===== src/hdl/supervisor_release_delay_regs.vh =====
`ifndef SUPERVISOR_RELEASE_DELAY_REGS_VH
`define SUPERVISOR_RELEASE_DELAY_REGS_VH

// ----------------------------------------
// register offsets and reset values
// ----------------------------------------
`define BROWNOUT_CONFIG_ADDR     8'h18
`define RELEASE_DELAY_ADDR       8'h19
`define BROWNOUT_CONFIG_RESET    8'hc0
`define RELEASE_DELAY_RESET      8'h80

// ----------------------------------------
// field positions
// ----------------------------------------
`define BO_RESP_MSB      7
`define BO_RESP_LSB      6
`define BO_THR_MSB       5
`define BO_THR_LSB       2
`define BO_HYS_MSB       1
`define BO_HYS_LSB       0
`define RETRY_EN_BIT     7
`define RESERVED_BIT     6
`define WP_DLY_MSB       5
`define WP_DLY_LSB       4
`define RST_DLY_MSB      3
`define RST_DLY_LSB      2
`define POWER_GOOD_RELEASE_DELAY_SEL_MSB       1
`define POWER_GOOD_RELEASE_DELAY_SEL_LSB       0

// ----------------------------------------
// timing: slow tick and delays in slow periods
// ----------------------------------------
`define MCLK_HZ          250000000
`define SLOW_CLK_HZ      31500
`define SLOW_TICK_CYCLES (`MCLK_HZ / `SLOW_CLK_HZ)
`define DLY_31US_TICKS   6'd1
`define DLY_254US_TICKS  6'd8
`define DLY_508US_TICKS  6'd16
`define DLY_1016US_TICKS 6'd32

`endif


===== src/hdl/release_delay_timer.v =====
`timescale 1ns/100ps
// ----------------------------------------
// release delay: assert at once, release after n slow ticks
// ----------------------------------------
module release_delay_timer (
  input  wire       mclk_i,
  input  wire       rst_i,
  input  wire       tick_i,
  input  wire       assert_i,
  input  wire [5:0] ticks_i,
  output reg        pin_asserted_o
);
  reg [5:0] count_reg;

  // assertion is immediate; only the release is stretched
  always @(posedge mclk_i or posedge rst_i) begin
    if (rst_i) begin
      count_reg      <= 6'h00;
      pin_asserted_o <= 1'b1;
    end else if (assert_i) begin
      count_reg      <= 6'h00;
      pin_asserted_o <= 1'b1;
    end else if (pin_asserted_o && tick_i) begin
      if (count_reg + 6'h01 >= ticks_i) begin
        pin_asserted_o <= 1'b0;
        count_reg      <= 6'h00;
      end else begin
        count_reg <= count_reg + 6'h01;
      end
    end
  end
endmodule


===== src/hdl/supervisor_release_delay_config.v =====
`timescale 1ns/100ps
// Behaviour
// - two-bit response field picks one of four brownout comparator speeds
// - four-bit threshold code: 2.800V at zero, plus 100mV per step to 4.300V
// - two-bit hysteresis code: 150mV at zero, 50mV steps to 300mV
// - retry counter enable bit: 0 off, 1 on
// - write-protect release delay: 00 0us, 10 508us, 11 1016us
// - zero write-protect delay releases it with system reset
// - reset release delay: 00 0us, 01 254us, 10 508us, 11 1016us
// - power-good release delay: 00 31us, 01 254us, 10 508us, 11 1016us
// - timing runs from a 31.5kHz internal tick
`include "supervisor_release_delay_regs.vh"
module supervisor_release_delay_config #(
  parameter TICK_CYCLES = `SLOW_TICK_CYCLES
) (
  input  wire       mclk_i,
  input  wire       rst_i,
  input  wire       reg_wr_i,
  input  wire       reg_rd_i,
  input  wire [7:0] reg_addr_i,
  input  wire [7:0] reg_wdata_i,
  input  wire       pg_internal_asserted_i,
  input  wire       reset_internal_asserted_i,
  input  wire       wp_internal_asserted_i,
  output reg  [7:0] reg_rdata_o,
  output reg  [1:0] brownout_response_select_o,
  output reg  [3:0] brownout_threshold_code_o,
  output reg  [1:0] brownout_hysteresis_code_o,
  output reg  [3:0] brownout_threshold_mv_idx_o,
  output reg        retry_count_en_o,
  output reg        power_good_out_o,
  output reg        power_good_out_oe_o,
  output reg        reset_out_n_o,
  output reg        reset_out_n_oe_o,
  output reg        write_protect_n_o,
  output reg        write_protect_n_oe_o
);
  // ----------------------------------------
  // registers
  // ----------------------------------------
  reg [7:0]  brownout_config_reg;
  reg [7:0]  release_delay_reg;
  reg [17:0] tick_count_reg;
  reg        tick_reg;
  reg [2:0]  pg_sync_reg;
  reg [2:0]  rst_sync_reg;
  reg [2:0]  wp_sync_reg;
  wire       pg_held;
  wire       rst_held;
  wire       wp_held;
  wire       rst_src;
  wire       wp_src;
  wire       rst_eff;
  wire       wp_eff;

  // register writes; reserved bit stored but software keeps it zero
  always @(posedge mclk_i or posedge rst_i) begin
    if (rst_i) begin
      brownout_config_reg <= `BROWNOUT_CONFIG_RESET;
      release_delay_reg   <= `RELEASE_DELAY_RESET;
    end else if (reg_wr_i) begin
      if (reg_addr_i == `BROWNOUT_CONFIG_ADDR) begin
        brownout_config_reg <= reg_wdata_i;
      end
      if (reg_addr_i == `RELEASE_DELAY_ADDR) begin
        release_delay_reg <= reg_wdata_i;
      end
    end
  end

  // read mux; unmapped addresses read zero
  always @(posedge mclk_i or posedge rst_i) begin
    if (rst_i) begin
      reg_rdata_o <= 8'h00;
    end else if (reg_rd_i) begin
      case (reg_addr_i)
        `BROWNOUT_CONFIG_ADDR: reg_rdata_o <= brownout_config_reg;
        `RELEASE_DELAY_ADDR:   reg_rdata_o <= release_delay_reg;
        default:               reg_rdata_o <= 8'h00;
      endcase
    end
  end

  // ----------------------------------------
  // brownout comparator and retry controls
  // ----------------------------------------
  // registered copies so every output comes from a flip-flop
  always @(posedge mclk_i or posedge rst_i) begin
    if (rst_i) begin
      brownout_response_select_o  <= 2'b11;
      brownout_threshold_code_o   <= 4'h0;
      brownout_hysteresis_code_o  <= 2'b00;
      brownout_threshold_mv_idx_o <= 4'h0;
      retry_count_en_o            <= 1'b1;
    end else begin
      brownout_response_select_o <= brownout_config_reg[`BO_RESP_MSB:`BO_RESP_LSB];
      brownout_threshold_code_o   <= brownout_config_reg[`BO_THR_MSB:`BO_THR_LSB];
      brownout_threshold_mv_idx_o <= brownout_config_reg[`BO_THR_MSB:`BO_THR_LSB];
      brownout_hysteresis_code_o <= brownout_config_reg[`BO_HYS_MSB:`BO_HYS_LSB];
      retry_count_en_o <= release_delay_reg[`RETRY_EN_BIT];
    end
  end

  // ----------------------------------------
  // slow tick and input synchronisers
  // ----------------------------------------
  // 31.5kHz enable pulse from the fast clock
  always @(posedge mclk_i or posedge rst_i) begin
    if (rst_i) begin
      tick_count_reg <= 18'h00000;
      tick_reg       <= 1'b0;
    end else if (tick_count_reg == TICK_CYCLES - 1) begin
      tick_count_reg <= 18'h00000;
      tick_reg       <= 1'b1;
    end else begin
      tick_count_reg <= tick_count_reg + 18'h00001;
      tick_reg       <= 1'b0;
    end
  end

  // internal supervisor levels come from another domain; stage 1 feeds stage 2 only
  always @(posedge mclk_i or posedge rst_i) begin
    if (rst_i) begin
      pg_sync_reg  <= 3'b111;
      rst_sync_reg <= 3'b111;
      wp_sync_reg  <= 3'b111;
    end else begin
      pg_sync_reg  <= {pg_sync_reg[1:0], pg_internal_asserted_i};
      rst_sync_reg <= {rst_sync_reg[1:0], reset_internal_asserted_i};
      wp_sync_reg  <= {wp_sync_reg[1:0], wp_internal_asserted_i};
    end
  end

  // ----------------------------------------
  // delay code decode
  // ----------------------------------------
  function [5:0] ticks_of;
    input [1:0] code;
    input       zero_at_00;
    begin
      // codes map to 1 (0 when zero_at_00 is set), 8, 16, 32 slow periods
      case (code)
        2'b00:   ticks_of = zero_at_00 ? 6'd0 : `DLY_31US_TICKS;
        2'b01:   ticks_of = `DLY_254US_TICKS;
        2'b10:   ticks_of = `DLY_508US_TICKS;
        default: ticks_of = `DLY_1016US_TICKS;
      endcase
    end
  endfunction

  // ----------------------------------------
  // release chain: power-good, then reset, then write protect
  // ----------------------------------------
  // power-good delay, 31us minimum
  release_delay_timer u_pg_timer (
    .mclk_i         (mclk_i),
    .rst_i          (rst_i),
    .tick_i         (tick_reg),
    .assert_i       (pg_sync_reg[2]),
    .ticks_i        (ticks_of(release_delay_reg[`POWER_GOOD_RELEASE_DELAY_SEL_MSB:`POWER_GOOD_RELEASE_DELAY_SEL_LSB], 1'b0)),
    .pin_asserted_o (pg_held)
  );

  // zero reset delay follows power-good release; waits on pg too
  assign rst_src = rst_sync_reg[2] | pg_held;

  // reset release delay counts after its internal release
  release_delay_timer u_rst_timer (
    .mclk_i         (mclk_i),
    .rst_i          (rst_i),
    .tick_i         (tick_reg),
    .assert_i       (rst_src),
    .ticks_i        (ticks_of(release_delay_reg[`RST_DLY_MSB:`RST_DLY_LSB], 1'b1)),
    .pin_asserted_o (rst_held)
  );

  // code 00 bypasses the timer: a timer would still wait for a slow tick
  assign rst_eff = (release_delay_reg[`RST_DLY_MSB:`RST_DLY_LSB] == 2'b00) ? rst_src : rst_held;

  // write protect waits on the reset as the pin will show it
  assign wp_src = wp_sync_reg[2] | rst_eff;

  // write-protect delay; code 01 gives 254us
  release_delay_timer u_wp_timer (
    .mclk_i         (mclk_i),
    .rst_i          (rst_i),
    .tick_i         (tick_reg),
    .assert_i       (wp_src),
    .ticks_i        (ticks_of(release_delay_reg[`WP_DLY_MSB:`WP_DLY_LSB], 1'b1)),
    .pin_asserted_o (wp_held)
  );

  // code 00 bypasses the timer so write protect tracks reset exactly
  assign wp_eff = (release_delay_reg[`WP_DLY_MSB:`WP_DLY_LSB] == 2'b00) ? wp_src : wp_held;

  // ----------------------------------------
  // open-drain pins: drive low while asserted
  // ----------------------------------------
  // zero-delay codes skip their timer, so same-edge release holds
  always @(posedge mclk_i or posedge rst_i) begin
    if (rst_i) begin
      power_good_out_o     <= 1'b0;
      power_good_out_oe_o  <= 1'b1;
      reset_out_n_o        <= 1'b0;
      reset_out_n_oe_o     <= 1'b1;
      write_protect_n_o    <= 1'b0;
      write_protect_n_oe_o <= 1'b1;
    end else begin
      power_good_out_o     <= 1'b0;
      power_good_out_oe_o  <= pg_held;
      reset_out_n_o        <= 1'b0;
      reset_out_n_oe_o     <= rst_eff;
      write_protect_n_o    <= 1'b0;
      write_protect_n_oe_o <= wp_eff;
    end
  end
endmodule


===== config.mk =====
export PLATFORM = sky130hd
export DESIGN_NAME = supervisor_release_delay_config
export DESIGN_NICKNAME = d
export VERILOG_FILES = /design/src/hdl/release_delay_timer.v /design/src/hdl/supervisor_release_delay_config.v
export VERILOG_INCLUDE_DIRS = /design/src /design/src/hdl
export SDC_FILE = /design/constraint.sdc
export NUM_CORES = 1
export LEC_CHECK = 0
export BUFFER_PORTS_ARGS = -buffer_cell sky130_fd_sc_hd__buf_2
export CORE_UTILIZATION = 50
export DETAILED_ROUTE_END_ITERATION = 8
export PLACE_DENSITY = 0.75
export SYNTH_ARGS = -nofsm -noshare
export SYNTH_HDL_FRONTEND = slang
export SYNTH_SLANG_ARGS = --single-unit

===== constraint.sdc =====
create_clock -name mclk_i -period 3.7 [get_ports mclk_i]
set_input_delay 0.74 -clock mclk_i [delete_from_list [all_inputs] [get_ports mclk_i]]
set_output_delay 0.74 -clock mclk_i [all_outputs]
set_load 0.02 [all_outputs]

---- Word-level counts from Yosys, hierarchy flattened ----
Cells that the tools add are included.
storage, ports and cells
  flip-flop bits (word level) ............. 85
  output and inout bits ................... 27
cells by class
  bitwise logic cells ..................... 2
  order comparisons ....................... 3
  $add $sub $neg .......................... 4
  equality and inequality tests ........... 9
  muxes and demuxes ....................... 26
  reductions and logical operators ........ 17
operators with widths
  cell                     number
  $mux W6                  9
  $pmux W6 S3              3
  $add A18 B1 Y18 const B  1
  $add A6 B1 Y6 const B    3
  $eq A18 B13 Y1 const B   1
  $ge A6 B6 Y1             3
  $mux W18                 1
  $eq A8 B5 Y1 const B     2
  $pmux W8 S2              1
  $mux W1                  12
  $reduce_bool A2 Y1       6
  $reduce_and A2 Y1        5
  $eq A2 B1 Y1 const B     3
  $eq A2 B2 Y1 const B     3
  $logic_not A2 Y1         3
  $logic_and A1 B1 Y1      3
  $or A1 B1 Y1             2

---- Longest topological paths before layout ----
  word-level depth ........................ 6
  depth in mapped cells ................... 9
  depth with buffers taken out ............ 9

---- Modules after synthesis ----
From an unflattened synthesis, not the netlist that was laid out.
second synthesis, totals
  cell total of the unflattened synthesis .. 371
  area total of the unflattened synthesis .. 4201.5 sq um
modules (own cells, without submodules)
  module                           area an instance (sq um)  cells an instance  sequential area each (sq um)  instances
  supervisor_release_delay_config  2576.2                    200                1624.1                        1
  release_delay_timer              541.8                     57                 176.4                         3

---- Worst setup path before layout ----
No wires, ideal clock.
  kind .................................... register to register
  start ................................... register u_pg_timer.count_reg[0]
  end ..................................... register u_pg_timer.count_reg[3]
  slack ................................... 1425 ps
  buffers on the path ..................... 0
  required time ........................... 3617 ps
  setup time .............................. 83 ps
  arrival ................................. 2192 ps
  stages on the path, launching flop included .. 10
  period minus slack after synthesis ...... 2275 ps
  cells stage by stage .................... dfrtp_1 -> ha_1 -> nand3_1 -> xor2_1 -> inv_1 -> ha_1 -> a21o_1 -> a21oi_1 -> or4b_4 -> o21ai_0
between the ends
  longest elaborated chain between the ends .. 5
RTL lines
  item                    RTL line                                            RTL
  from (decl)             release_delay_timer.v:13                            reg [5:0] count_reg;
  from (signal assigned)  release_delay_timer.v:28                            count_reg <= count_reg + 6'h01;
  $add A6 B1 Y6 (*)       release_delay_timer.v:24, release_delay_timer.v:28
  $ge A6 B6 Y1            release_delay_timer.v:24                            if (count_reg + 6'h01 >= ticks_i) begin
  $mux W6 (*)             release_delay_timer.v:24
  $mux W6 (*)             release_delay_timer.v:23                            end else if (pin_asserted_o && tick_i) begin
  $mux W6 (*)             release_delay_timer.v:20                            end else if (assert_i) begin
Mark *: on every way between the ends. The rest lies on a longest branch, timed or not. The select of a mux whose other input is x is not followed.
A chain may end at the register's enable or synchronous reset.

---- Final worst setup path ----
  start ................................... register u_rst_timer.count_reg[0]
  end ..................................... register u_rst_timer.count_reg[3]
between the ends
  longest elaborated chain between the ends .. 5
RTL lines
  item                    RTL line
  from (decl)             release_delay_timer.v:13
  from (signal assigned)  release_delay_timer.v:28
  $add A6 B1 Y6 (*)       release_delay_timer.v:24, release_delay_timer.v:28
  $ge A6 B6 Y1            release_delay_timer.v:24
  $mux W6 (*)             release_delay_timer.v:24
  $mux W6 (*)             release_delay_timer.v:23
  $mux W6 (*)             release_delay_timer.v:20
Marked as above.

==> flow_summary_export.csv <==
group,metric,value,unit
status,outcome,"completed",
final_layout,n_antenna_cell,0,
final_layout,largest_register_ffs,18,
synth,synthCells,346,
synth,synthDistinctLibCells,49,
final_layout,layoutNonFillerInstCount,499,
routing,drt.antenna.violating_nets,0,
synth,yosys.cell_count.top_type,"dfrtp_1",
placed_design,port_buffers,46,
cts,htree_levels,3,
die,initial_core_util,0.530,
setup_path,crit_end,"u_rst_timer.count_reg[3]",
synth,synth_edf_count,0,
synth,yosys_warnings,0,
global_routing,grt_max_degree,48,
routing,via_per_inst,5.22,
synth,ys_seq_area_frac,0.548,
setup_path,r2r-start,"u_rst_timer.count_reg[0]",
synth,syn_area_per_cell,11.4,sq um
die,die_y,90.7,um
global_routing,grt_util_met3,0.0665,
die,ios,50,
power_and_ir_drop,irDropWorstVdd,0.000281,V
global_routing,grt_use_met2,0.313,
synth,yosysTopAreaCell,"dfrtp_1",
routing,num_vias,2604,
die,rows,31,
cts,cts_root_buf,"clkbuf_8",
setup_path,reg2reg_setup_slack,1.11,ns
global_routing,grt_pass1_wl,12200,um
setup_path,worstSetupPathType,"reg -> reg",
timing,hold_viol_final,0,
cts,cts_buffers,9,
synth,synth_ff_type,"dfrtp_1",
global_routing,grt_pass1_vias,2615,
global_routing,top_usage_layer,"met2",
setup_path,worstSetupEndpointType,"flop",
timing,setup_tns,0,ns
die,coreArea,7410,sq um
setup_path,r2r_end,"u_rst_timer.count_reg[3]",
placed_design,gp_congestion,0.832,
routing,first_pass_iters,4,
power_and_ir_drop,p_leak,2.14,nW
final_layout,fin_area,4420,sq um
setup_path,cp.arrival,2.86,ns
routing,routed_wl,7120,um
setup_path,cp-start-kind,"flop",
cts,cts_tree,"done",
synth,synthArstFlopShare,1.00,
routing,drt_iter0_drc,62,
final_layout,fillers,619,
synth,synth_common_cells,"dfrtp_1 (64), nand2_1 (34), inv_1 (24)",
final_layout,syn_to_final_growth,12.5,%
setup_path,r2r_cells,9,
global_routing,overflow,0,
global_routing,antenna_found_initial,0,
placed_design,dpl-instance-area,4240,sq um
worst_hold_path,hp-class,"reg -> reg",
final_layout,drive_above_1_share,0.293,
synth,synth_area_leaders,"dfrtp_1 (41%), dfstp_2 (14%), ha_1 (5.1%)",
timing,timing.final.crit_period,2.59,ns
timing,fmax,0.386,GHz
cts,cts.sinks,85,
timing,slew_violations,0,
cts,cts_resized,0,
timing,setup_violations,0,
synth,netlist_area,3930,sq um
placed_design,dp.cells,483,
setup_path,required,3.97,ns
synth,netlist.area_leader.share,0.408,
routing,drcViolationCount,0,
die,die_w,90.7,um
setup_path,startpoint,"u_rst_timer.count_reg[0]",
timing,slew_headroom,0.476,
cts,path_clk_slew,0.09,ns
timing,worst_pin_slew,0.784,ns
cts,clk_path_buf_depth,2,
routing,wl_per_cell,14.3,um
timing,clock_skew,0.00954,ns
cts,cts_hold_buffers,0,
global_routing,grt_use_total,0.189,
job,maxCapViolCount,0,
cts,postCtsSetupRepairBufs,0,
die,die_area,8220,sq um
setup_path,cp_max_fo,6,
synth,ys_ff_latch,85,
timing,finalCritPeriodShare,0.700,
placed_design,place_hpwl,5090,um
power_and_ir_drop,p_per_area,385,nW/um^2
cts,clkLatencyLatePin,0.36,ns
timing,rsz0062_at_grt,"no",
final_layout,post-route-util,0.597,
global_routing,use_met1,0.236,
final_layout,nets,434,
## cells by family after synthesis
family                     after synthesis  share of synthesized area
AOI/OAI and AO/OA                       45                     0.0770
other                                    1                   0.000954
adders and majority gates               16                     0.0509
DFF                                     85                      0.548
xor gates and xnor gates                24                     0.0535
and+or+nand+nor                        114                      0.155
buffers and inverters                   35                     0.0427
muxes                                   26                     0.0720
## through the flow
step / setup WS [ns] / hold WS [ns] / power (mW)
final: 1.11 / 0.353 / 1.70
after global routing: 0.911 / 0.359 / 1.77
after CTS: 1.15 / 0.353 / 1.72
after detailed placement: 1.17 / 0.347 / 1.09
after global placement: 1.32 / 0.346 / 1.08
after floorplan: 0.801 / 0.345 / 1.05
## worst min-delay path by stage
stage              startpoint              to  cells after the start  slack (ns)
4_1_cts        pg_sync_reg[1]  pg_sync_reg[2]                      0        0.35
2_1_floorplan  pg_sync_reg[0]  pg_sync_reg[1]                      0        0.35
6_report       pg_sync_reg[1]  pg_sync_reg[2]                      0        0.35
5_1_grt        pg_sync_reg[1]  pg_sync_reg[2]                      0        0.36
3_3_place_gp   pg_sync_reg[0]  pg_sync_reg[1]                      0        0.35
3_5_place_dp   wp_sync_reg[0]  wp_sync_reg[1]                      0        0.35
## routing by layer
metal | vias to the layer above | share of wire | wire length (um)
met5 | - | 0 | 0
met4 | 0 | 0.011 | 81
met3 | 11 | 0.040 | 287
met2 | 37 | 0.51 | 3620
met1 | 1276 | 0.44 | 3140
li1 | 1280 | - | -
## power breakdown
group	internal, mW	switching [mW]
clock network	0.262	0.370
registers	0.956	0.0141
logic	0.0377	0.0617
## worst max-delay path: stages, from the launching register on
cell and delay [ns]:
dfrtp_1 0.44, and3_1 0.20, nand3_1 0.09, xor2_1 0.18
inv_1 0.07, ha_1 0.32, nor2b_1 0.15, a221oi_1 0.50
nand4_1 0.28, o21ai_0 0.27
## cell usage in the layout (no fill, tap or decap), types with 2 or more instances in the layout
cell type / Yosys / routed
dfrtp_1: 64 / 64
buf_2: 2 / 46
nand2_1: 34 / 34
inv_1: 24 / 23
dfstp_2: 21 / 21
nand3_1: 20 / 20
mux2_2: 17 / 17
nor2_1: 16 / 16
o21ai_0: 16 / 16
ha_1: 16 / 16
xor2_1: 13 / 13
xnor2_1: 11 / 11
nor2b_1: 9 / 9
clkbuf_8: 0 / 9
mux2i_1: 8 / 8
o22ai_1: 8 / 8
and3_1: 6 / 6
o21ai_2: 6 / 6
nand2b_1: 5 / 5
inv_6: 0 / 5
a21oi_1: 4 / 4
nor4_1: 4 / 4
nand4_1: 3 / 3
nor3_1: 3 / 3
conb_1: 1 / 3
nor4_2: 2 / 2
a31oi_1: 2 / 2
a21o_1: 2 / 2
## area by class of cell
class	count	area, sq um	share of cell area
clock buffer	9	124	0.0280
clock inverter	7	63.8	0.0144
inverter	24	91.3	0.0207
multi-input combinational	228	1620	0.365
sequential	85	2150	0.487
tap	99	124	0.0280
timing repair buffer	47	250	0.0566
(Power assumes the default switching activity.)
